$ cat src/tmr3_defines.svh
// constants of the timer three control block: offsets, field positions, reset values
`ifndef TMR3_DEFINES_SVH
`define TMR3_DEFINES_SVH

// ==========================================================
// register offsets
`define TMR3_ADDR_W       4
`define TMR3_OFF_CTRL     4'h0
`define TMR3_OFF_CNT_LO   4'h1
`define TMR3_OFF_CNT_HI   4'h2
`define TMR3_OFF_CAP_LO   4'h3
`define TMR3_OFF_CAP_HI   4'h4
`define TMR3_OFF_IRQ_STS  4'h5
`define TMR3_OFF_IRQ_CLR  4'h6
`define TMR3_OFF_IRQ_EN   4'h7

// ==========================================================
// control field positions
`define TMR3_BIT_OVF      7
`define TMR3_BIT_EVT      6
`define TMR3_BIT_SRC      5
`define TMR3_BIT_TOE      4
`define TMR3_BIT_MCLR     3
`define TMR3_BIT_RUN      2

// ==========================================================
// reset values and counter top value
`define TMR3_CTRL_RST     8'h00
`define TMR3_CNT_RST      16'h0000
`define TMR3_CAP_RST      16'h0000
`define TMR3_IRQ_RST      2'h0
`define TMR3_CNT_MAX      16'hFFFF

`endif

$ cat src/tmr3_pkg.sv
// types of the timer three control block
package tmr3_pkg;

  typedef enum logic [1:0] {
    TMR3_MODE_TIMER   = 2'h0,
    TMR3_MODE_CAPTURE = 2'h1,
    TMR3_MODE_RELOAD  = 2'h2,
    TMR3_MODE_COMPARE = 2'h3
  } tmr3_mode_t;

  typedef struct packed {
    logic       overflow_flag;
    logic       capture_compare_event_flag;
    logic       count_source_select;
    logic       toggle_output_enable;
    logic       match_auto_clear_enable;
    logic       run_control;
    tmr3_mode_t mode_select;
  } tmr3_ctrl_t;

  typedef struct packed {
    logic [3:0] addr;
    logic [7:0] wdata;
    logic       wr;
    logic       rd;
  } tmr3_req_t;

endpackage : tmr3_pkg

$ cat src/tmr3_control.sv
// timer three control: counter, flags, pin toggle, capture/compare and register port
`timescale 1ns/1ps
`default_nettype none
`include "tmr3_defines.svh"

module tmr3_control (
  input  wire logic              clock,
  input  wire logic              rst_n,
  input  wire tmr3_pkg::tmr3_req_t req,
  output logic [7:0]             rdata_q,
  input  wire logic              timer_ext_pin_in,
  output logic                   timer_ext_pin_out_q,
  output logic                   timer_ext_pin_oe_q,
  input  wire logic              capture_pin,
  output logic                   irq_q
);
  import tmr3_pkg::*;

  // ==========================================================
  // state
  tmr3_ctrl_t  ctrl_q;
  logic [15:0] count_q;
  logic [15:0] count_d;
  logic [15:0] cap_q;
  logic [1:0]  sts_q;
  logic [1:0]  en_q;
  logic [2:0]  ext_sync_q;
  logic [2:0]  cap_sync_q;

  // ==========================================================
  // pin synchronisers; stage 0 feeds only stage 1
  always_ff @(posedge clock or negedge rst_n) begin
    if (!rst_n) begin
      ext_sync_q <= 3'h7;
      cap_sync_q <= 3'h7;
    end else begin
      ext_sync_q <= {ext_sync_q[1:0], timer_ext_pin_in};
      cap_sync_q <= {cap_sync_q[1:0], capture_pin};
    end
  end

  logic ext_fall;
  logic cap_fall;
  assign ext_fall = ext_sync_q[2] & ~ext_sync_q[1];
  assign cap_fall = cap_sync_q[2] & ~cap_sync_q[1];

  // ==========================================================
  // events
  logic        wr_ctrl;
  logic        wr_lo;
  logic        wr_hi;
  logic        cnt_wr;
  logic        inc;
  logic        ovf_ev;
  logic        cap_ev;
  logic        cmp_ev;
  logic        clr_ev;
  logic [15:0] cnt_inc;

  assign wr_ctrl = req.wr && (req.addr == `TMR3_OFF_CTRL);
  assign wr_lo   = req.wr && (req.addr == `TMR3_OFF_CNT_LO);
  assign wr_hi   = req.wr && (req.addr == `TMR3_OFF_CNT_HI);
  assign cnt_wr  = wr_lo | wr_hi;
  assign cnt_inc = count_q + 16'h0001;
  // halted counter sees no increment at all
  assign inc     = ctrl_q.run_control &
                   (ctrl_q.count_source_select ? ext_fall : 1'b1);
  assign ovf_ev  = inc && (count_q == `TMR3_CNT_MAX);
  assign cap_ev  = (ctrl_q.mode_select == TMR3_MODE_CAPTURE) && cap_fall;
  assign cmp_ev  = (ctrl_q.mode_select == TMR3_MODE_COMPARE) && inc &&
                   (cnt_inc == cap_q);
  assign clr_ev  = (cap_ev | cmp_ev) & ctrl_q.match_auto_clear_enable;

  // ==========================================================
  // counter; software write beats hardware
  always_comb begin
    count_d = count_q;
    if (cnt_wr) begin
      if (wr_lo) begin
        count_d[7:0] = req.wdata;
      end
      if (wr_hi) begin
        count_d[15:8] = req.wdata;
      end
    end else if (clr_ev) begin
      count_d = `TMR3_CNT_RST;
    end else if (ovf_ev && (ctrl_q.mode_select == TMR3_MODE_RELOAD)) begin
      count_d = cap_q;
    end else if (inc) begin
      count_d = cnt_inc;
    end
  end

  always_ff @(posedge clock or negedge rst_n) begin
    if (!rst_n) begin
      count_q <= `TMR3_CNT_RST;
    end else begin
      count_q <= count_d;
    end
  end

  // ==========================================================
  // capture register, doubles as reload and compare value
  always_ff @(posedge clock or negedge rst_n) begin
    if (!rst_n) begin
      cap_q <= `TMR3_CAP_RST;
    end else if (cap_ev) begin
      cap_q <= count_q;
    end else if (req.wr && (req.addr == `TMR3_OFF_CAP_LO)) begin
      cap_q[7:0] <= req.wdata;
    end else if (req.wr && (req.addr == `TMR3_OFF_CAP_HI)) begin
      cap_q[15:8] <= req.wdata;
    end
  end

  // ==========================================================
  // control register; a hardware set wins over a software clear
  always_ff @(posedge clock or negedge rst_n) begin
    if (!rst_n) begin
      ctrl_q <= tmr3_ctrl_t'(`TMR3_CTRL_RST);
    end else begin
      if (wr_ctrl) begin
        ctrl_q <= tmr3_ctrl_t'(req.wdata);
      end
      if (ovf_ev) begin
        ctrl_q.overflow_flag <= 1'b1;
      end
      if (cap_ev | cmp_ev) begin
        ctrl_q.capture_compare_event_flag <= 1'b1;
      end
    end
  end

  // ==========================================================
  // pin toggle; pin is driven while the toggle enable is set
  always_ff @(posedge clock or negedge rst_n) begin
    if (!rst_n) begin
      timer_ext_pin_out_q <= 1'b0;
      timer_ext_pin_oe_q  <= 1'b0;
    end else begin
      timer_ext_pin_oe_q <= ctrl_q.toggle_output_enable;
      if (ovf_ev && ctrl_q.toggle_output_enable) begin
        timer_ext_pin_out_q <= ~timer_ext_pin_out_q;
      end
    end
  end

  // ==========================================================
  // interrupt status: bit 0 overflow, bit 1 capture/compare
  logic [1:0] sts_set;
  logic [1:0] sts_clr;
  assign sts_set = {cap_ev | cmp_ev, ovf_ev};
  assign sts_clr = (req.wr && (req.addr == `TMR3_OFF_IRQ_CLR)) ? req.wdata[1:0] : 2'h0;

  always_ff @(posedge clock or negedge rst_n) begin
    if (!rst_n) begin
      sts_q <= `TMR3_IRQ_RST;
      en_q  <= `TMR3_IRQ_RST;
      irq_q <= 1'b0;
    end else begin
      sts_q <= (sts_q & ~sts_clr) | sts_set;
      irq_q <= |(sts_q & en_q);
      if (req.wr && (req.addr == `TMR3_OFF_IRQ_EN)) begin
        en_q <= req.wdata[1:0];
      end
    end
  end

  // ==========================================================
  // read port, data one cycle after the strobe, zero otherwise
  always_ff @(posedge clock or negedge rst_n) begin
    if (!rst_n) begin
      rdata_q <= 8'h00;
    end else if (req.rd) begin
      case (req.addr)
        `TMR3_OFF_CTRL:    rdata_q <= ctrl_q;
        `TMR3_OFF_CNT_LO:  rdata_q <= count_q[7:0];
        `TMR3_OFF_CNT_HI:  rdata_q <= count_q[15:8];
        `TMR3_OFF_CAP_LO:  rdata_q <= cap_q[7:0];
        `TMR3_OFF_CAP_HI:  rdata_q <= cap_q[15:8];
        `TMR3_OFF_IRQ_STS: rdata_q <= {6'h00, sts_q};
        `TMR3_OFF_IRQ_EN:  rdata_q <= {6'h00, en_q};
        default:           rdata_q <= 8'h00;
      endcase
    end else begin
      rdata_q <= 8'h00;
    end
  end
endmodule : tmr3_control
`default_nettype wire

$ cat config.mk
export PLATFORM = sky130hd
export DESIGN_NAME = tmr3_control
export DESIGN_NICKNAME = d
export VERILOG_FILES = /design/src/tmr3_pkg.sv /design/src/tmr3_control.sv
export VERILOG_INCLUDE_DIRS = /design/src
export SDC_FILE = /design/constraint.sdc
export NUM_CORES = 1
export LEC_CHECK = 0
export ABC_AREA = 1
export BUFFER_PORTS_ARGS = -buffer_cell sky130_fd_sc_hd__buf_2
export CAP_MARGIN = 10
export CORE_MARGIN = 4
export CORE_UTILIZATION = 32
export CTS_BUF_LIST = sky130_fd_sc_hd__clkbuf_16
export CTS_CLUSTER_SIZE = 28
export DETAILED_ROUTE_END_ITERATION = 7
export PLACE_DENSITY = 0.56
export SLEW_MARGIN = 20
export SYNTH_ARGS = -nofsm -noshare
export SYNTH_HDL_FRONTEND = slang
export SYNTH_SLANG_ARGS = --single-unit
$ cat constraint.sdc
create_clock -name clock -period 4.8 [get_ports clock]
set_input_delay 0.72 -clock clock [delete_from_list [all_inputs] [get_ports clock]]
set_output_delay 0.72 -clock clock [all_outputs]
set_load 0.005 [all_outputs]
* After elaboration in Yosys (flattened, before gate mapping)
Cells that the tools add are included.
** Cells by class
- Add/sub/neg operators :: 1
- Equality and inequality tests :: 15
- Muxes and demuxes :: 17
- Order comparisons :: 0
- Shifts and indexed selects :: 0
- Bitwise gates (word level) :: 13
- Div/mod/pow operators :: 0
- Reduce and logical (&&, ||, !) cells :: 23
- Multipliers :: 0
** Operators with widths (number)
- 16-bit two-way mux :: 5
- 8-bit two-way mux :: 7
- 8-bit one-hot mux with 7 select lines :: 1
- 16-bit by 1-bit adder with 16-bit output (second input constant) :: 1
- 16-bit equality test :: 1
- 16-bit equality test (second input constant) :: 1
- 4-bit by 3-bit equality test with 1-bit output (second input constant) :: 4
- 1-bit logical AND :: 13
- 4-bit by 2-bit equality test with 1-bit output (second input constant) :: 2
- 2-bit nonzero test :: 4
- 2-bit != test (second input constant) :: 3
- 2-bit AND reduction :: 3
- 1-bit AND :: 4
- 2-bit AND :: 2
- 2-bit equality test (second input constant) :: 2
- 4-bit by 1-bit equality test with 1-bit output (second input constant) :: 1
- 4-bit zero test :: 1
- 4-bit nonzero test :: 1
- 1-bit two-way mux :: 3
- 1-bit NOT :: 3
- 2-bit by 1-bit equality test with 1-bit output (second input constant) :: 1
- 2-bit two-way mux :: 1
- 2-bit NOT :: 1
- 1-bit bitwise OR :: 2
- other kinds (2) :: 2
** Word-level totals
- Memory bits (writable) :: 0
- Latch bits :: 0
- Input port bits :: 18
- Memories :: 0
- Register bits after elaboration :: 61
- ROM bits :: 0

* Longest topological paths before layout
- Word-level depth :: 10
- Mapped depth :: 20
- Gate-level depth less buffers :: 18

* Worst setup path after synthesis
Ideal clock, no wire load.
- Kind :: input-to-reg
- Start :: in req[13] (netlist bit)
- End :: reg count_q[7]
- Library setup time :: 0.117 ns
- Path slack :: 2.526 ns
- Arrival :: 2.157 ns
- Stages on the path :: 13
- Path through :: nor2_1 > inv_1 > nor2_2 > inv_1 > nor2_1 > inv_1 > nand2_1 > clkbuf_1 > a211oi_1 > nand2_1 > nand2_1 > nand2_1 > nand2_1
** Between the ends
- Word-level cells in the longest chain between the ends :: 5
- Elaborated cells on any way between the ends :: 9
** RTL lines
- from (decl) :: line tmr3_control.sv:9 : input wire tmr3_pkg::tmr3_req_t req,
- 4-bit by 1-bit equality test with 1-bit output or 4-bit by 2-bit equality test with 1-bit output (tied branches)
- 1-bit logical AND, on equally long branches :: line tmr3_control.sv:61, tmr3_control.sv:62
- 1-bit bitwise OR :: line tmr3_control.sv:63 : assign cnt_wr = wr_lo | wr_hi;
- 4-bit nonzero test (no source line) or 2-bit != test (tied branches)
- 2-bit AND reduction (no source line)
- to (signal assigned) :: line tmr3_control.sv:96 : count_q <= `TMR3_CNT_RST;
- to (signal assigned) :: line tmr3_control.sv:98 : count_q <= count_d;
- to (decl) :: line tmr3_control.sv:22 : logic [15:0] count_q;
Several ways; a longest one is shown, not always the timed one.
A chain may end at the register's enable or synchronous reset.

* Final worst setup path
- Start :: reg count_q[0]
- End :: reg count_q[0]
** Between the ends
- Word-level cells in the longest chain between the ends :: 7
- Elaborated cells on any way between the ends :: 14
** RTL lines
- 16-bit by 1-bit adder with 16-bit output :: line tmr3_control.sv:64 : assign cnt_inc = count_q + 16'h0001;
- 16-bit equality test :: line tmr3_control.sv:71 : (cnt_inc == cap_q);
- 1-bit logical AND :: line tmr3_control.sv:70 : assign cmp_ev = (ctrl_q.mode_select == TMR3_MODE_COMPARE) && inc &&
- 1-bit bitwise OR :: line tmr3_control.sv:72 : assign clr_ev = (cap_ev | cmp_ev) & ctrl_q.match_auto_clear_enable;
- 1-bit AND :: line tmr3_control.sv:72
- 4-bit nonzero test (no source line) or 16-bit two-way mux (tied branches)
- 2-bit AND reduction (no source line) or 16-bit two-way mux (tied branches)
Several ways; a longest one is shown, not always the timed one. The select of a mux whose other input is x is not followed.

==> reports/metrics.csv <==
stage;metric;value;unit
route;vias_per_cell;5.323;
yosys;synth_common_cells;189 x nand2_1, 55 x dfrtp_1, 55 x inv_1;
yosys;synthSimpleGateAreaFrac;0.3339;
clock_network;insertion_delay;0.34;ns
worst_setup_path;crit_chain;ha_1, nand3_2, inv_2, nand2_1, nand2_1, nand2_1, nand2_1, nand3_1, nor2_1, nand2_1, nor2_1, nand2_1, nand2_2, nand2_4, nand2_2, nand2_2, nand2_1, nand2_1;
sta;tightest_slew;0.9504;ns
sta;fin_crit_sh;0.5967;
sta;maxSlewViolCount;0;
worst_setup_path;path_delay_family;simple AND/OR/NAND/NOR gates;
hold_path;holdPathStages;0;
worst_setup_path;startpoint_type;flip-flop;
yosys;synth_seq_cells;61;
route;firstDrtPassIters;5;
yosys;seq_area_frac_synth;0.4021;
worst_setup_path;required;5.03;ns
route;wirelength;12460;µm
sta;fin_skew;0.004423;ns
yosys;syn_area;3815;µm²
global_routing;grt_usage;0.1925;
worst_setup_path;worstReg2RegStart;count_q[0]$_DFFE_PN0P_;
floorplan;io_pins;29;
final_layout;final_nets;586;
worst_setup_path;r2r_end;count_q[0]$_DFFE_PN0P_;
yosys;yosysMostFrequentCell;nand2_1;
clock_network;ctsHoldBuffers;0;
global_routing;grt_pass1_vias;3681;
sta;min_period;2.864;ns
floorplan;dieArea;13730;µm²
worst_setup_path;crit_type;reg -> reg;
clock_network;cts_inserted_buffers;9;
hold_path;hp-class;reg -> reg;
yosys;synth_cell_type_count;42;
yosys;synth_top_family_by_area;simple AND/OR/NAND/NOR gates;
power_and_ir_drop;ir_drop;0.1580;mV
floorplan;start_util;0.3299;
power_and_ir_drop;power_leakage;0.002110;µW
clock_network;cts_buffer_depth;2;
worst_setup_path;cpMaxStageDelayCell;dfrtp_1;
yosys;synthFlopType;dfrtp_1;
clock_network;cts_setup_buffers;0;
global_routing;grt_overflow;0;
worst_setup_path;worstPathMaxFanout;19;
final_layout;drive_above_1_share;0.1259;
worst_setup_path;r2r_setup_slack;1.94;ns
yosys;yosys_warnings;0;
place;place.port_buffers;28;
yosys;synth.area.top_cells;dfrtp_1 36%, nand2_1 19%, inv_1 5.4%, nor2_1 4.8%, nand3_1 4.3%;
floorplan;die_w;117.2;µm
hold_path;whs_endpoint;cap_sync_q[1]$_DFF_PN1_;
power_and_ir_drop;p_total;2159;µW
route;drc_errors;0;
yosys;syn-num-nets;559;
job;drv_cap;0;
yosys;synth-adder-area-share;0.003280;
power_and_ir_drop;powerDensity;491.6;nW/µm²
worst_setup_path;end_kind;flip-flop;
global_routing;grt_pass1_wl;19870;µm
global_routing;antenna_found_initial;0;
final_layout;antenna-diode-count;0;
floorplan;placeableCoreArea;11560;µm²
yosys;synthCells;540;
yosys;synth-edff-count;0;
power_and_ir_drop;seq_power_share;0.399;
hold_path;worstHoldStart;cap_sync_q[0]$_DFF_PN1_;
clock_network;cts_max_level;3;
power_and_ir_drop;p_sw_frac;0.3867;
clock_network;path_clk_slew;0.05;ns
sta;setup_viol_count_final;0;
floorplan;die_h;117.2;µm
sta;setup_tns;0;ns
power_and_ir_drop;intPower;1324;µW
place;dp_hpwl;9295;µm
yosys;async_reset_ff_frac;1.000;
yosys;synth_xor_area_frac;0.01509;
route;drtIter0Drc;394;
route;routed-via-count;3806;
route;postRouteAntennaNets;0;
worst_setup_path;r2r_cells;18;
power_and_ir_drop;pwr-share-clk;0.321;
power_and_ir_drop;pwr-share-comb;0.279;
clock_network;cts_tree;yes;
yosys;synth.avg_cell_area;7.065;µm²
yosys;yosysTopAreaCellShare;0.3608;
sta;rsz0062_at_grt;no;
global_routing;grt_max_degree;62;
sta;hold_viol;0;
floorplan;rows;39;
place;routabilityCongestion;0.9438;
yosys;synthMuxAreaShare;0;
route;wl_per_cell;17.43;µm
worst_setup_path;critical-path-max-stage-delay;0.59;ns
worst_setup_path;crit_top_cell;nand2_1;
status;outcome;complete, no violations;
clock_network;root_buffer;clkbuf_16;
worst_setup_path;cp_data_arrival_time;3.09;ns
sta;slew_headroom;0.3597;
clock_network;cts.sinks;61;
power_and_ir_drop;switchingPower;835.1;µW
yosys;yosys.area.top_type;dfrtp_1;
worst_setup_path;worst-path-buf-inv;1;
sta;fmax;0.3491;GHz
clock_network;post_cts_resized;0;
final_layout;syn_to_final_growth;15.15;%
yosys;synth_compound_area_frac;0.1660;
## power groups by stage
stage / combinational (µW) / sequential (µW) / clock [µW]
floorplan: 494 / 743 / 0
global placement: 600 / 867 / 0
detailed placement: 599 / 869 / 0
CTS: 603 / 860 / 710
global route: 694 / 879 / 732
finish: 603 / 863 / 694
## sequential cells by signal, indices dropped and copies added (netlist names), 2 cells and up
signal      cells
ctrl_q          8
rdata_q         8
cap_sync_q      3
count_q        16
en_q            2
sts_q           2
ext_sync_q      3
cap_q          16
## worst reg2reg max path, stage by stage (launching register included)
cell	delay [ns]
dfrtp_1	0.59
ha_1	0.31
nand3_2	0.14
inv_2	0.13
nand2_1	0.08
nand2_1	0.12
nand2_1	0.06
nand2_1	0.05
nand3_1	0.12
nor2_1	0.11
nand2_1	0.05
nor2_1	0.10
nand2_1	0.15
nand2_2	0.12
nand2_4	0.17
nand2_2	0.15
nand2_2	0.15
nand2_1	0.09
nand2_1	0.06
## through the flow
stage / instance area [µm²] / hold WS, ns / utilization / setup slack [ns] / std cells
after floorplan: 3815 / 0.3452 / - / 2.526 / 540
after global placement: 4078 / 0.3471 / 0.3526 / 1.936 / 699
after detailed placement: 4078 / 0.3482 / 0.3526 / 1.924 / 699
after CTS: 4393 / 0.3561 / 0.3799 / 1.960 / 715
after global routing: 4393 / 0.3624 / 0.3799 / 1.636 / 715
final: 4393 / 0.3559 / 0.3799 / 1.936 / 715
## cells by family (layout without fill, tap and decap cells)
logic type / Yosys count / count (layout)
DFF: 61 / 61
AOI/OAI and AO/OA: 95 / 95
adders and majority gates: 1 / 1
buffers and inverters: 75 / 107
xor gates and xnor gates: 5 / 5
and+or+nand+nor: 303 / 303
## cell usage in the layout (no fill, tap or decap), types with 3 or more instances in the layout
master | Yosys | layout
buf_2 | 6 | 28
nor3_1 | 4 | 4
inv_1 | 55 | 55
a211oi_1 | 8 | 8
clkinvlp_4 | 0 | 3
nor2_1 | 49 | 49
a311oi_1 | 3 | 3
o21ai_0 | 30 | 30
a22oi_1 | 15 | 15
a221oi_1 | 7 | 7
nand2_2 | 8 | 8
clkbuf_16 | 0 | 9
clkinv_1 | 3 | 5
a21oi_1 | 11 | 11
nand3_1 | 33 | 33
nand4_1 | 8 | 8
dfstp_2 | 6 | 6
dfrtp_1 | 55 | 55
nand2_1 | 189 | 189
o22ai_1 | 8 | 8
buf_4 | 2 | 3
nor2_2 | 5 | 5
## metal layers
layer  share of wire  track usage
met5               0            0
met4           0.036      0.09098
met3           0.064      0.04267
met2            0.46       0.2983
met1            0.44       0.2550
## worst max-delay path by stage
stage,depth (start not counted),start,to
global placement,13,req[13],count_q[5]$_DFFE_PN0P_
finish,18,count_q[0]$_DFFE_PN0P_,count_q[0]$_DFFE_PN0P_
detailed placement,13,req[13],count_q[6]$_DFFE_PN0P_
CTS,18,count_q[0]$_DFFE_PN0P_,count_q[0]$_DFFE_PN0P_
global route,17,count_q[0]$_DFFE_PN0P_,count_q[2]$_DFFE_PN0P_
floorplan,13,req[13],count_q[7]$_DFFE_PN0P_
## area by class of cell
cell class	instances	area [µm²]
Clock buffer	9	225.2
Tap cell	143	178.9
Multi-Input combinational cell	404	1977
Inverter	60	225.2
Fill cell	1222	7172
Clock inverter	7	90.09
Timing Repair Buffer	31	162.7
Sequential cell	61	1534
(Power assumes the default switching activity.)
